## src/hw/omsc_pkg.sv

```systemverilog
/*
 * omsc_pkg: constants and types for the operating mode select and
 * mode control register block.
 * assumes: one 8-bit register reached over a plain strobe port.
 */
package omsc_pkg;

    // ************************************************************
    // register map
    // ************************************************************
    localparam logic [7:0] OMSC_MODE_OFF = 8'h00;  // operating_mode_control
    localparam logic [7:0] OMSC_RD_ZERO  = 8'h00;  // answer to unmapped reads

    // field positions
    localparam int OMSC_B_SPECIAL_MODE_NOT = 7;
    localparam int OMSC_B_STRHI = 6;
    localparam int OMSC_B_STRLO = 5;
    localparam int OMSC_B_BUS_CLOCK_STRETCH_EN  = 4;
    localparam int OMSC_B_INTERNAL_VISIBILITY  = 3;
    localparam int OMSC_B_WSTOP = 2;
    localparam int OMSC_B_EMK   = 1;
    localparam int OMSC_B_EME   = 0;

    // strap codes
    localparam logic [1:0] OMSC_ST_SINGLE = 2'h0;
    localparam logic [1:0] OMSC_ST_NARROW = 2'h1;
    localparam logic [1:0] OMSC_ST_PERIPH = 2'h2;
    localparam logic [1:0] OMSC_ST_WIDE   = 2'h3;

    // wait-stop drain delay (cycles), default for the top parameter
    localparam int OMSC_WAIT_DRAIN_DEF = 4;

    // ************************************************************
    // types
    // ************************************************************
    typedef enum logic [2:0] {
        OMSC_M_NSINGLE, OMSC_M_NNARROW, OMSC_M_NWIDE,
        OMSC_M_SSINGLE, OMSC_M_SNARROW, OMSC_M_SWIDE, OMSC_M_SPERIPH
    } omsc_mode_t;

    typedef struct packed {
        logic       special_mode_not;
        logic [1:0] strap;
        logic       bus_clock_stretch_en;
        logic       internal_visibility;
        logic       bus_if_wait_stop;
        logic       port_k_emulate;
        logic       port_e_emulate;
    } omsc_ctrl_t;

    typedef struct packed {
        logic [7:0] addr;
        logic [7:0] wdata;
        logic       wr;
        logic       rd;
    } omsc_req_t;

    typedef struct packed {
        logic ext_bus_en;      // multiplexed bus present
        logic port_b_data;     // second port carries data
        logic narrow_split;    // 16-bit transfers as two byte cycles
        logic vis_en;          // internal cycles shown externally
        logic vis_wide;        // visible data across both ports
        logic cpu_hold;        // processor inactive
        logic bdm_active;      // debug active out of reset
        logic port_k_mapped;
        logic port_e_mapped;
        logic mode_reg_mapped;
    } omsc_cfg_t;

endpackage

```

## src/hw/omsc_top.sv

```systemverilog
/*
 * omsc_top: captures the operating mode from straps at reset release,
 * holds the mode control register with its per-mode write policies,
 * and decodes the bus/port configuration for the rest of the chip.
 * assumes: straps are stable around reset release; register port is
 * a simple one-cycle strobe slave with read data one cycle later.
 */
// Summary of operation
// - straps captured at reset release into mode bits
// - debug pin selects normal/special, straps select mode
// - single-chip: GPIO; wide: both ports bus
// - narrow: port A data, two byte cycles
// - special single-chip starts in active debug
// - peripheral mode holds CPU, reset-only entry/exit
// - mode register unmapped in peripheral mode
// - special bit writable in special, first ignored
// - strap bits write-once normal, first ignored special
// - stretch bit controls bus clock stretching
// - stretch bit reads one in expanded modes
// - stretch bit write-once normal, anytime special
// - visibility shows internal cycles, not single-chip
// - special narrow visibility shows wide data
// - visibility, emulate bits: once normal, special skip-first
// - wait-stop shuts bus after drain delay
// - wait-stop writable normal only, readable unless peripheral
// - port K emulate unmaps port K regs, not single-chip
// - port E emulate unmaps port E regs, not single-chip
module omsc_top
    import omsc_pkg::*;
#(
    parameter int WAIT_DRAIN = OMSC_WAIT_DRAIN_DEF
) (
    input  wire logic              core_clk,
    input  wire logic              rst,
    input  wire logic              debug_strap_pin,
    input  wire logic              strap_hi_bit,
    input  wire logic              strap_lo_bit,
    input  wire logic              wait_mode,
    input  wire logic              ext_bus_busy,
    input  wire omsc_pkg::omsc_req_t reg_req,
    output logic [7:0]             reg_rdata,
    output omsc_pkg::omsc_ctrl_t   mode_ctrl,
    output omsc_pkg::omsc_cfg_t    bus_cfg,
    output logic                   bus_if_stopped
);
    import omsc_pkg::*;

    // drain counter is 8 bits wide and must count at least once
    generate
        if (WAIT_DRAIN < 1 || WAIT_DRAIN > 255) begin : g_drain_chk
            $error("WAIT_DRAIN out of range");
        end
    endgenerate

    // ************************************************************
    // reset-release strap capture
    // ************************************************************
    logic       in_rst_q;
    logic       cap_q;
    omsc_ctrl_t ctrl_q;
    logic       first_wr_seen_q;   // special modes: first write swallowed
    logic       once_done_q;       // normal modes: write-once used
    logic       bdm_q;
    logic [7:0] rdata_q;
    logic [7:0] drain_q;
    logic       stopped_q;

    // captured one clock after release so straps are never loaded by reset
    wire        release_w = in_rst_q && !rst;

    // mode decode, reserved normal code forced to peripheral
    wire        special_w = !ctrl_q.special_mode_not;
    wire        periph_w  = ctrl_q.strap == OMSC_ST_PERIPH;
    wire        single_w  = ctrl_q.strap == OMSC_ST_SINGLE;
    wire        narrow_w  = ctrl_q.strap == OMSC_ST_NARROW;
    wire        wide_w    = ctrl_q.strap == OMSC_ST_WIDE;
    wire        expand_w  = narrow_w || wide_w;

    omsc_mode_t mode_w;
    assign mode_w = periph_w ? OMSC_M_SPERIPH :
                    special_w ? (single_w ? OMSC_M_SSINGLE : narrow_w ? OMSC_M_SNARROW : OMSC_M_SWIDE) :
                    (single_w ? OMSC_M_NSINGLE : narrow_w ? OMSC_M_NNARROW : OMSC_M_NWIDE);

    // strap decode at capture time
    wire        cap_special_w = !debug_strap_pin;
    wire [1:0]  cap_strap_w   = {strap_hi_bit, strap_lo_bit};

    // ************************************************************
    // register access decode
    // ************************************************************
    // register absent from map in peripheral mode
    wire        hit_w  = (reg_req.addr == OMSC_MODE_OFF) && !periph_w && cap_q;
    wire        wr_w   = reg_req.wr && hit_w;
    wire [7:0]  wd_w   = reg_req.wdata;
    // special writes only count after the first; normal only before once
    wire        sp_ok_w = special_w && first_wr_seen_q;
    wire        nm_ok_w = !special_w && !once_done_q;

    // special bit: only while special, first write ignored
    wire        special_mode_not_d = (wr_w && sp_ok_w) ? wd_w[OMSC_B_SPECIAL_MODE_NOT] : ctrl_q.special_mode_not;

    // strap bits never move to peripheral or reserved code
    wire [1:0]  strap_req_w = wd_w[OMSC_B_STRHI:OMSC_B_STRLO];
    wire        strap_ok_w  = wr_w && (sp_ok_w || nm_ok_w) && (strap_req_w != OMSC_ST_PERIPH);
    wire [1:0]  strap_d     = strap_ok_w ? strap_req_w : ctrl_q.strap;

    // stretch bit: once in normal, anytime in special
    wire        bus_clock_stretch_en_d = (wr_w && (special_w || nm_ok_w)) ? wd_w[OMSC_B_BUS_CLOCK_STRETCH_EN] : ctrl_q.bus_clock_stretch_en;

    // visibility and emulation bits share the skip-first policy
    wire        opt_wr_w = wr_w && (sp_ok_w || nm_ok_w);
    wire        internal_visibility_d   = opt_wr_w ? wd_w[OMSC_B_INTERNAL_VISIBILITY] : ctrl_q.internal_visibility;
    wire        emk_d    = opt_wr_w ? wd_w[OMSC_B_EMK] : ctrl_q.port_k_emulate;
    wire        eme_d    = opt_wr_w ? wd_w[OMSC_B_EME] : ctrl_q.port_e_emulate;

    // wait-stop writable in normal modes at any time only
    wire        wstop_d = (wr_w && !special_w) ? wd_w[OMSC_B_WSTOP] : ctrl_q.bus_if_wait_stop;

    // stretch reads as one whenever an expanded mode is active
    wire        bus_clock_stretch_en_rd_w = ctrl_q.bus_clock_stretch_en || expand_w;
    wire [7:0]  reg_view_w = {ctrl_q.special_mode_not, ctrl_q.strap, bus_clock_stretch_en_rd_w,
                              ctrl_q.internal_visibility, ctrl_q.bus_if_wait_stop,
                              ctrl_q.port_k_emulate, ctrl_q.port_e_emulate};
    wire [7:0]  rdata_d = (reg_req.rd && hit_w) ? reg_view_w : OMSC_RD_ZERO;

    // ************************************************************
    // control register
    // ************************************************************
    // reset loads constants only; straps are caught on the release edge
    always_ff @(posedge core_clk) begin
        if (rst) begin
            in_rst_q        <= 1'b1;
            cap_q           <= 1'b0;
            ctrl_q          <= '0;
            first_wr_seen_q <= 1'b0;
            once_done_q     <= 1'b0;
            bdm_q           <= 1'b0;
        end else if (release_w) begin
            in_rst_q <= 1'b0;
            cap_q    <= 1'b1;
            ctrl_q.special_mode_not     <= !cap_special_w;
            ctrl_q.strap                <= (cap_strap_w == OMSC_ST_PERIPH) ? OMSC_ST_PERIPH : cap_strap_w;
            ctrl_q.bus_clock_stretch_en <= 1'b1;
            ctrl_q.internal_visibility  <= cap_special_w;
            ctrl_q.bus_if_wait_stop     <= 1'b0;
            ctrl_q.port_k_emulate       <= cap_special_w;
            ctrl_q.port_e_emulate       <= cap_special_w;
            // special single-chip enters debug at once
            bdm_q <= cap_special_w && (cap_strap_w == OMSC_ST_SINGLE);
        end else begin
            // peripheral mode fixed: mode bits never written here
            ctrl_q.special_mode_not     <= special_mode_not_d;
            ctrl_q.strap                <= strap_d;
            ctrl_q.bus_clock_stretch_en <= bus_clock_stretch_en_d;
            ctrl_q.internal_visibility  <= internal_visibility_d;
            ctrl_q.bus_if_wait_stop     <= wstop_d;
            ctrl_q.port_k_emulate       <= emk_d;
            ctrl_q.port_e_emulate       <= eme_d;
            if (wr_w) begin
                first_wr_seen_q <= 1'b1;
                once_done_q     <= once_done_q || !special_w;
            end
        end
    end

    // ************************************************************
    // read data and wait-mode shutdown
    // ************************************************************
    always_ff @(posedge core_clk) begin
        if (rst) begin
            rdata_q <= OMSC_RD_ZERO;
        end else begin
            rdata_q <= rdata_d;
        end
    end

    // drain counter lets the last bus cycle finish before stop
    wire       stop_req_w = ctrl_q.bus_if_wait_stop && wait_mode;
    wire [7:0] drain_max_w = 8'(WAIT_DRAIN);
    always_ff @(posedge core_clk) begin
        if (rst || !stop_req_w) begin
            drain_q   <= 8'h00;
            stopped_q <= 1'b0;
        end else if (ext_bus_busy) begin
            drain_q <= 8'h00;   // restart while traffic remains
        end else if (drain_q != drain_max_w) begin
            drain_q <= drain_q + 8'h01;
        end else begin
            stopped_q <= 1'b1;
        end
    end

    // ************************************************************
    // configuration outputs
    // ************************************************************
    // single-chip has no bus; wide carries data on both ports
    assign bus_cfg.ext_bus_en   = !single_w;
    assign bus_cfg.port_b_data  = wide_w || periph_w;
    // narrow modes split 16-bit transfers, high byte first
    assign bus_cfg.narrow_split = narrow_w;
    // visibility passed on to the bus only outside single-chip modes
    assign bus_cfg.vis_en       = ctrl_q.internal_visibility && !single_w;
    // special narrow with visibility shows wide data
    assign bus_cfg.vis_wide     = ctrl_q.internal_visibility && special_w && narrow_w;
    assign bus_cfg.cpu_hold     = periph_w;
    // debug is not activated in peripheral mode
    assign bus_cfg.bdm_active   = bdm_q && !periph_w;
    // port K unmapped when emulated outside single-chip
    assign bus_cfg.port_k_mapped = single_w || !ctrl_q.port_k_emulate;
    // port E unmapped when emulated outside single-chip
    assign bus_cfg.port_e_mapped = !(expand_w || periph_w) || !ctrl_q.port_e_emulate;
    assign bus_cfg.mode_reg_mapped = !periph_w;

    assign mode_ctrl      = '{special_mode_not: ctrl_q.special_mode_not, strap: ctrl_q.strap,
                              bus_clock_stretch_en: bus_clock_stretch_en_rd_w,
                              internal_visibility: ctrl_q.internal_visibility,
                              bus_if_wait_stop: ctrl_q.bus_if_wait_stop,
                              port_k_emulate: ctrl_q.port_k_emulate,
                              port_e_emulate: ctrl_q.port_e_emulate};
    assign reg_rdata      = rdata_q;
    assign bus_if_stopped = stopped_q;

    // keep the mode enum visible for debug probes
    omsc_mode_t mode_q;
    always_ff @(posedge core_clk) begin
        if (rst) begin
            mode_q <= OMSC_M_NSINGLE;
        end else begin
            mode_q <= mode_w;
        end
    end

endmodule

```

## config.mk

```make
export PLATFORM = sky130hd
export DESIGN_NAME = omsc_top
export DESIGN_NICKNAME = d
export VERILOG_FILES = /design/src/hw/omsc_pkg.sv /design/src/hw/omsc_top.sv
export SDC_FILE = /design/constraint.sdc
export NUM_CORES = 1
export LEC_CHECK = 0
export BUFFER_PORTS_ARGS = -buffer_cell sky130_fd_sc_hd__clkbuf_2
export CAP_MARGIN = 15
export CORE_MARGIN = 2
export CORE_UTILIZATION = 48
export DETAILED_ROUTE_END_ITERATION = 10
export GPL_ROUTABILITY_DRIVEN = 0
export PLACE_DENSITY = 0.78
export SKIP_CTS_REPAIR_TIMING = 1
export SKIP_LAST_GASP = 1
export SLEW_MARGIN = 20
export SYNTH_ARGS = -nofsm -noshare
export SYNTH_HDL_FRONTEND = slang
export SYNTH_SLANG_ARGS = --single-unit
```

## constraint.sdc

```tcl
create_clock -name core_clk -period 1.8 [get_ports core_clk]
set_input_delay 0.27 -clock core_clk [delete_from_list [all_inputs] [get_ports core_clk]]
set_output_delay 0.27 -clock core_clk [all_outputs]
set_load 0.01 [all_outputs]
```

======== Yosys cells after proc, flatten, opt, wreduce, memory -nomap -nowiden ========
Cells that the tools add are included.
storage, ports and cells
  bits in registers ....................... 30
  output and inout bits ................... 27
cells by class
  add/sub/neg operators ................... 1
  reduce and logical (&&, ||, !) cells .... 50
  equal/unequal tests ..................... 6
  muxes and demuxes ....................... 9
  bitwise gates (word level) .............. 4
operators by type and width
  kind                 number
  $logic_and 1x1->1    18
  $logic_not 1->1      10
  $logic_or 1x1->1     10
  $add 8x1->8 const B  1
  $logic_not 8->1      1
  $mux 8               1
  $ne 8x3->1 const B   1
  $reduce_bool 2->1    4
  $eq 2x2->1 const B   3
  $mux 1               6
  $reduce_or 2->1      3
  $logic_not 2->1      2
  $mux 2               2
  $not 1->1            4
  $reduce_and 2->1     2
  $eq 2x1->1 const B   1
  $ne 2x2->1 const B   1

======== Logic depth before layout (Yosys ltp) ========
Gate-level depths: netlist (run 1).
  word-level depth ........................ 9
  mapped depth ............................ 6

======== Worst setup path after synthesis (run 1) ========
OpenSTA, ideal clock, no wires.
  path type ............................... register to register
  start point ............................. register ctrl_q, in the netlist mode_ctrl[5]
  end point ............................... register ctrl_q, in the netlist mode_ctrl[0]
  buffers on the path ..................... 1
  arrival ................................. 1.267 ns
  cell stages (with the launch flop) ...... 6
  setup time .............................. 0.122 ns
  setup slack ............................. 0.411 ns
  data required time ...................... 1.678 ns
  cell sequence ........................... dfxtp_1 > nand2b_1 > and4_1 > buf_6 > nand2_2 > o311a_1
RTL lines
  element             line            text
  start: declaration  omsc_top.sv:60  omsc_ctrl_t ctrl_q;

==> flow_summary.json, run 1 <==
{
  "outcome": "finished clean",
  "ff2ff_setup_slack_ns": 0.25,
  "synth.net_count": 177,
  "slowest_stage": "dfxtp_1",
  "htreeDepth": 2,
  "p_int_uw": 933,
  "clockRootBuffer": "clkbuf_4",
  "std_cell_rows": 19,
  "comb_power_share_pct": 11.0,
  "die_h_um": 58.0,
  "dpl.hpwl_um": 2240,
  "track_usage_pct": 19.2,
  "num_vias": 1216,
  "critPathMaxFanout": 6,
  "tns_ns": 0,
  "postLayoutCoreUtil_pct": 60.6,
  "critPathTopFamily": "simple AND/OR/NAND/NOR gates",
  "placed_area_um2": 1610,
  "final_cell_mix": "clkbuf_2, dfxtp_1, nor2_1",
  "cpPeakStageDelay_ns": 0.33,
  "path_class": "reg2out",
  "synth-seq-area-share_pct": 42.9,
  "drtIter0Drc": 30,
  "cp-endpoint": "bus_cfg[6]",
  "cts_buffer_depth": 2,
  "p_clk_share_pct": 33.1,
  "fin_ws_ns": 0.129,
  "rsz0062_at_grt": "no",
  "antenna_found_initial": 0,
  "routed_via_density": 5.36,
  "setup_violations": 0,
  "grt_remaining_overflow": 0,
  "fin_crit_sh_pct": 92.8,
  "start_kind": "register",
  "period_needed_ns": 1.67,
  "synthCells": 150,
  "power_density_nw_per_um2": 744,
  "synth_area_per_cell_um2": 9.33,
  "grt_pass1_wl_um": 4970,
  "diodes": 0,
  "dieArea_um2": 3360,
  "cp-end-kind": "primary output",
  "required_ns": 1.53,
  "area_growth_pct": 19.4,
  "max_freq_ghz": 0.598,
  "nNetsFinal": 222,
  "drcViolationCount": 0,
  "hold_violations": 0,
  "slew_headroom_pct": 58.0,
  "ys_types": 42,
  "r2r-start": "mode_ctrl[5]",
  "final_area_um2": 1670,
  "yosys_most_used_dff": "dfxtp_1",
  "crit_cells": 4,
  "core_area_um2": 2760,
  "dr.pass1.iters": 4,
  "cp.arrival_ns": 1.40,
  "worstSkewPairLatency_ns": 0.32,
  "routed_wl_um": 2870,
  "grt_max_degree": 19,
  "yosys.area_share.simple_pct": 26.5,
  "sequentialPowerShare_pct": 55.9,
  "worst_slew_pin_slew_ns": 0.630,
  "synth_xor_area_share_pct": 4.38,
  "synth_compound_area_share_pct": 12.9,
  "synth_warnings": 0,
  "synth_top_family_by_area": "simple AND/OR/NAND/NOR gates",
  "swShare_pct": 25.0,
  "total_leakage_power_nw": 0.749,
  "finalMaxSlewViolations": 0,
  "cts_buffers": 5,
  "r2r_cells": 4,
  "grt_pass1_vias": 1198,
  "holdWs_ns": 0.194,
  "cts_tree": "built",
  "hold_class": "in2reg",
  "path_cells": "buf_4, or2_2, and2_1, clkbuf_2",
  "synth_edf_count": 0,
  "drv_cap": 0,
  "final_common_cell": "clkbuf_2",
  "synth_seq_cells": 30,
  "clk_pin_slew_ns": 0.09,
  "async_flop_share_pct": 0,
  "pin_count": 52,
  "cp.buffers_inverters": 2,
  "dp_slack_ns": 0.137,
  "die_w_um": 58.0,
  "detail_route.wl_per_cell_um": 12.7,
  "ant_nets": 0,
  "vdd_drop_max_mv": 0.497,
  "fin_skew_ns": 0.00868,
  "synthAdderAreaFrac_pct": 1.79,
  "cts_sinks": 30,
  "synth_mux_area_share_pct": 2.23,
  "drive_above_1_share_pct": 37.2,
  "io_buffer_count": 51,
  "start_util_pct": 50.8,
  "synth_area_um2": 1400,
  "regToRegEndpoint": "mode_ctrl[0]",
  "startpoint": "mode_ctrl[5]",
  "power_switching_uw": 311
}
worst reg2reg max path, cell delays in order (launching register included):
cell and delay [ns]:
dfxtp_1 0.35, nand2b_1 0.23, and4_1 0.44, nand2_2 0.12
o311a_1 0.31
state kept, by name, summed over array words and instances, names as in the netlist:
name / flops
drain_q: 8
first_wr_seen_q: 1
mode_ctrl: 7
in_rst_q: 1
ctrl_q: 1
once_done_q: 1
cap_q: 1
bus_if_stopped: 1
reg_rdata: 8
bdm_q: 1
power by group through the flow:
stage / Clock [mW] / Combinational, mW / Sequential (mW)
floorplan: 0 / 0.0901 / 0.703
global placement: 0 / 0.133 / 0.708
detailed placement: 0 / 0.137 / 0.710
CTS: 0.423 / 0.138 / 0.694
global route: 0.453 / 0.152 / 0.697
finish: 0.412 / 0.137 / 0.695
per-layer routing:
| layer | routed length (um) | track usage [%] | part of all wire [%] |
|---|---|---|---|
| met5 | 0 | 0 | 0 |
| met4 | 13 | 8.97 | 0.45 |
| met2 | 1450 | 31.2 | 50 |
| met1 | 1210 | 22.3 | 42 |
| met3 | 201 | 7.59 | 7.0 |
stage by stage:
| stage | total power, mW | cells |
|---|---|---|
| floorplan | 0.793 | 150 |
| global route | 1.30 | 227 |
| CTS | 1.26 | 227 |
| finish | 1.24 | 227 |
| global placement | 0.842 | 219 |
| detailed placement | 0.847 | 219 |
worst min-delay path by stage:
stage / cells past startpoint / start / end
2_1_floorplan: 1 / rst / in_rst_q
3_3_place_gp: 2 / cap_q / cap_q
3_5_place_dp: 2 / cap_q / cap_q
4_1_cts: 3 / wait_mode / bus_if_stopped
5_1_grt: 3 / reg_req[4] / mode_ctrl[2]
6_report: 3 / wait_mode / bus_if_stopped
Yosys cell counts (3+ instances only):
cell,number,share of area [%]
nand3_1,8,2.9
nor2_1,19,5.1
and2_1,10,4.5
o311a_1,3,2.1
xor2_1,5,3.1
or2_2,3,1.3
o21ai_0,4,1.4
and3_1,3,1.3
a21oi_1,3,1.1
nor3_1,4,1.4
inv_1,7,1.9
clkbuf_1,4,1.1
buf_4,10,5.4
dfxtp_1,30,43
final cells by class:
type                    count  area, um^2
clock inverters             1        5.00
repair buffers             54         278
clock buffers               7        55.1
fillers                   241        1090
multi-input cells          97         668
well taps                  31        38.8
flip-flops and latches     30         601
inverters                   7        26.3
cell families after synthesis:
kind of cell / Yosys count
multiplexers: 3
AND/OR/NAND/NOR: 64
adder cells (fa/ha/maj): 2
flip-flops: 30
AO/OA/AOI/OAI: 21
buffers and inverters: 23
XOR/XNOR: 7
No activity file was read; power rests on OpenSTA's default activity.
==> run 2, diff against run 1 <==
--- a/config.mk
+++ b/config.mk
@@ -5,6 +5,8 @@
 export SDC_FILE = /design/constraint.sdc
 export NUM_CORES = 1
 export LEC_CHECK = 0
+export ABC_AREA = 1
+export ABC_CLOCK_PERIOD_IN_PS = 1800
 export BUFFER_PORTS_ARGS = -buffer_cell sky130_fd_sc_hd__clkbuf_2
 export CAP_MARGIN = 15
 export CORE_MARGIN = 2
==> flow_summary.json, run 2 <==
{
  "outcome": "finished clean",
  "max_freq_ghz": 0.629,
  "ant_nets": 0,
  "num_vias": 1253,
  "antenna_found_initial": 0,
  "synth_xor_area_share_pct": 1.26,
  "nNetsFinal": 263,
  "worst_slew_pin_slew_ns": 0.310,
  "worstSkewPairLatency_ns": 0.32,
  "cp.buffers_inverters": 2,
  "path_class": "reg2out",
  "yosys-top-cells-area": "dfxtp_1, inv_1, nand2_1",
  "cts_tree": "built",
  "detail_route.wl_per_cell_um": 10.5,
  "holdWs_ns": 0.150,
  "multiInputGateArea_um2": 573,
  "yosys.area_share.simple_pct": 28.4,
  "std_cell_rows": 19,
  "wl_met1_um": 1250,
  "io_buffer_count": 51,
  "synth.net_count": 217,
  "yosys.area.top_type_share_pct": 43.2,
  "dr.pass1.iters": 5,
  "area_growth_pct": 18.1,
  "final_cells": 267,
  "die_w_um": 57.8,
  "top_layer": "met4",
  "fin_skew_ns": 0.0146,
  "critPathMaxFanout": 5,
  "synth_compound_area_share_pct": 9.82,
  "routed_wl_um": 2800,
  "yosys_most_used_dff": "dfxtp_1",
  "final_common_cell": "clkbuf_2",
  "slew_headroom_pct": 79.2,
  "dr_wl_met3_um": 168,
  "routed_via_density": 4.69,
  "hold_violations": 0,
  "slowest_stage": "dfxtp_1",
  "yosysMostFrequentCell": "inv_1",
  "drv_cap": 0,
  "cts_buffer_depth": 2,
  "period_needed_ns": 1.59,
  "track_usage_pct": 17.8,
  "regArea_um2": 601,
  "tns_ns": 0,
  "synth_warnings": 0,
  "cpPeakStageDelay_ns": 0.45,
  "grt_remaining_overflow": 0,
  "htreeDepth": 2,
  "total_leakage_power_nw": 0.781,
  "grt_max_degree": 11,
  "synth_seq_cells": 30,
  "synth_mux_area_share_pct": 0,
  "async_flop_share_pct": 0,
  "grt_pass1_vias": 1103,
  "synth_area_per_cell_um2": 7.31,
  "synth_top_family_by_area": "simple AND/OR/NAND/NOR gates",
  "synth-seq-area-share_pct": 43.2,
  "core_area_um2": 2760,
  "fin_crit_sh_pct": 88.4,
  "placedCellCount": 260,
  "power_density_nw_per_um2": 728,
  "final_area_um2": 1640,
  "diodes": 0,
  "num-fill-cells": 274,
  "synth_common_cells": "inv_1, dfxtp_1, nand2_1, nor2_1, a21oi_1",
  "placed_area_um2": 1600,
  "cts_buffers": 5,
  "critPathTopFamily": "flip-flops",
  "dieArea_um2": 3340,
  "drtIter0Drc": 45,
  "drcViolationCount": 0,
  "hold_class": "in2reg",
  "required_ns": 1.53,
  "netlist.top_cell.by_area": "dfxtp_1",
  "cp.arrival_ns": 1.32,
  "ys_types": 26,
  "grt_pass1_wl_um": 4530,
  "dpl.hpwl_um": 2190,
  "finalMaxSlewViolations": 0,
  "synthAdderAreaFrac_pct": 1.80,
  "synth_edf_count": 0,
  "die_h_um": 57.8,
  "synth_area_um2": 1390,
  "pin_count": 52,
  "clockRootBuffer": "clkbuf_4",
  "drive_above_1_share_pct": 28.4,
  "rsz0062_at_grt": "no",
  "start_util_pct": 50.4,
  "setup_violations": 0,
  "clk_pin_slew_ns": 0.09,
  "cp-end-kind": "primary output",
  "path_cells": "inv_1, nor4_1, clkbuf_2",
  "postLayoutCoreUtil_pct": 59.5,
  "cts_sinks": 30,
  "vdd_drop_max_mv": 0.498,
  "synthCells": 190,
  "start_kind": "register",
  "final_cell_mix": "clkbuf_2, inv_1, nand2_1, dfxtp_1, nor2_1",
  "wl_met2_um": 1330
}
[run 2: changes by cell type after synthesis, sizes merged, moves of 6 or more]
cell / previous run / this run
a21oi: 3 / 13
nand4: 1 / 7
and2: 10 / 0
inv: 7 / 34
nor2: 19 / 31
nand2: 3 / 33
o21ai: 4 / 11
[run 2: power by group]
group | internal [mW] | switching [mW] | total (mW) | leakage, nW
clock network | 0.147 | 0.220 | 0.368 | 0.0254
registers | 0.677 | 0.0160 | 0.693 | 0.244
logic | 0.0578 | 0.0757 | 0.133 | 0.512
total | 0.882 | 0.312 | 1.19 | 0.781
[run 2: kinds of logic after synthesis]
group | Yosys count
AND/OR/NAND/NOR | 84
buffers and inverters | 46
flip-flops | 30
adder cells (fa/ha/maj) | 2
AO/OA/AOI/OAI | 26
XOR/XNOR | 2
[run 2: per-stage QoR]
step / worst slack (ns) / power [mW]
4_1_cts: 0.196 / 1.20
6_report: 0.209 / 1.19
5_1_grt: 0.0913 / 1.24
3_3_place_gp: 0.440 / 0.842
2_1_floorplan: 0.602 / 0.799
3_5_place_dp: 0.414 / 0.844
[run 2: path summary, 6_finish.rpt]
kind | startpoint | slack [ns] | to | depth (start not counted)
worst min register to register | mode_ctrl[2] | 0.47 | reg_rdata[2] | 2
worst min-delay path | rst | 0.15 | in_rst_q | 1
worst max register to register | cap_q | 0.43 | mode_ctrl[0] | 9
worst max-delay path | mode_ctrl[5] | 0.21 | bus_cfg[5] | 3
[run 2: cell type report]
class / count / area share (%)
Clock buffer: 7 / 2.75
Inverter: 34 / 7.78
Sequential cell: 30 / 36.6
Timing Repair Buffer: 51 / 15.6
Tap cell: 31 / 2.36
Multi-Input combinational cell: 114 / 34.9
[run 2: metal layers]
layer	vias up	global-route usage, %
met5	-	0
met4	0	7.97
met3	7	5.80
met2	36	29.1
met1	536	21.2
li1	674	-
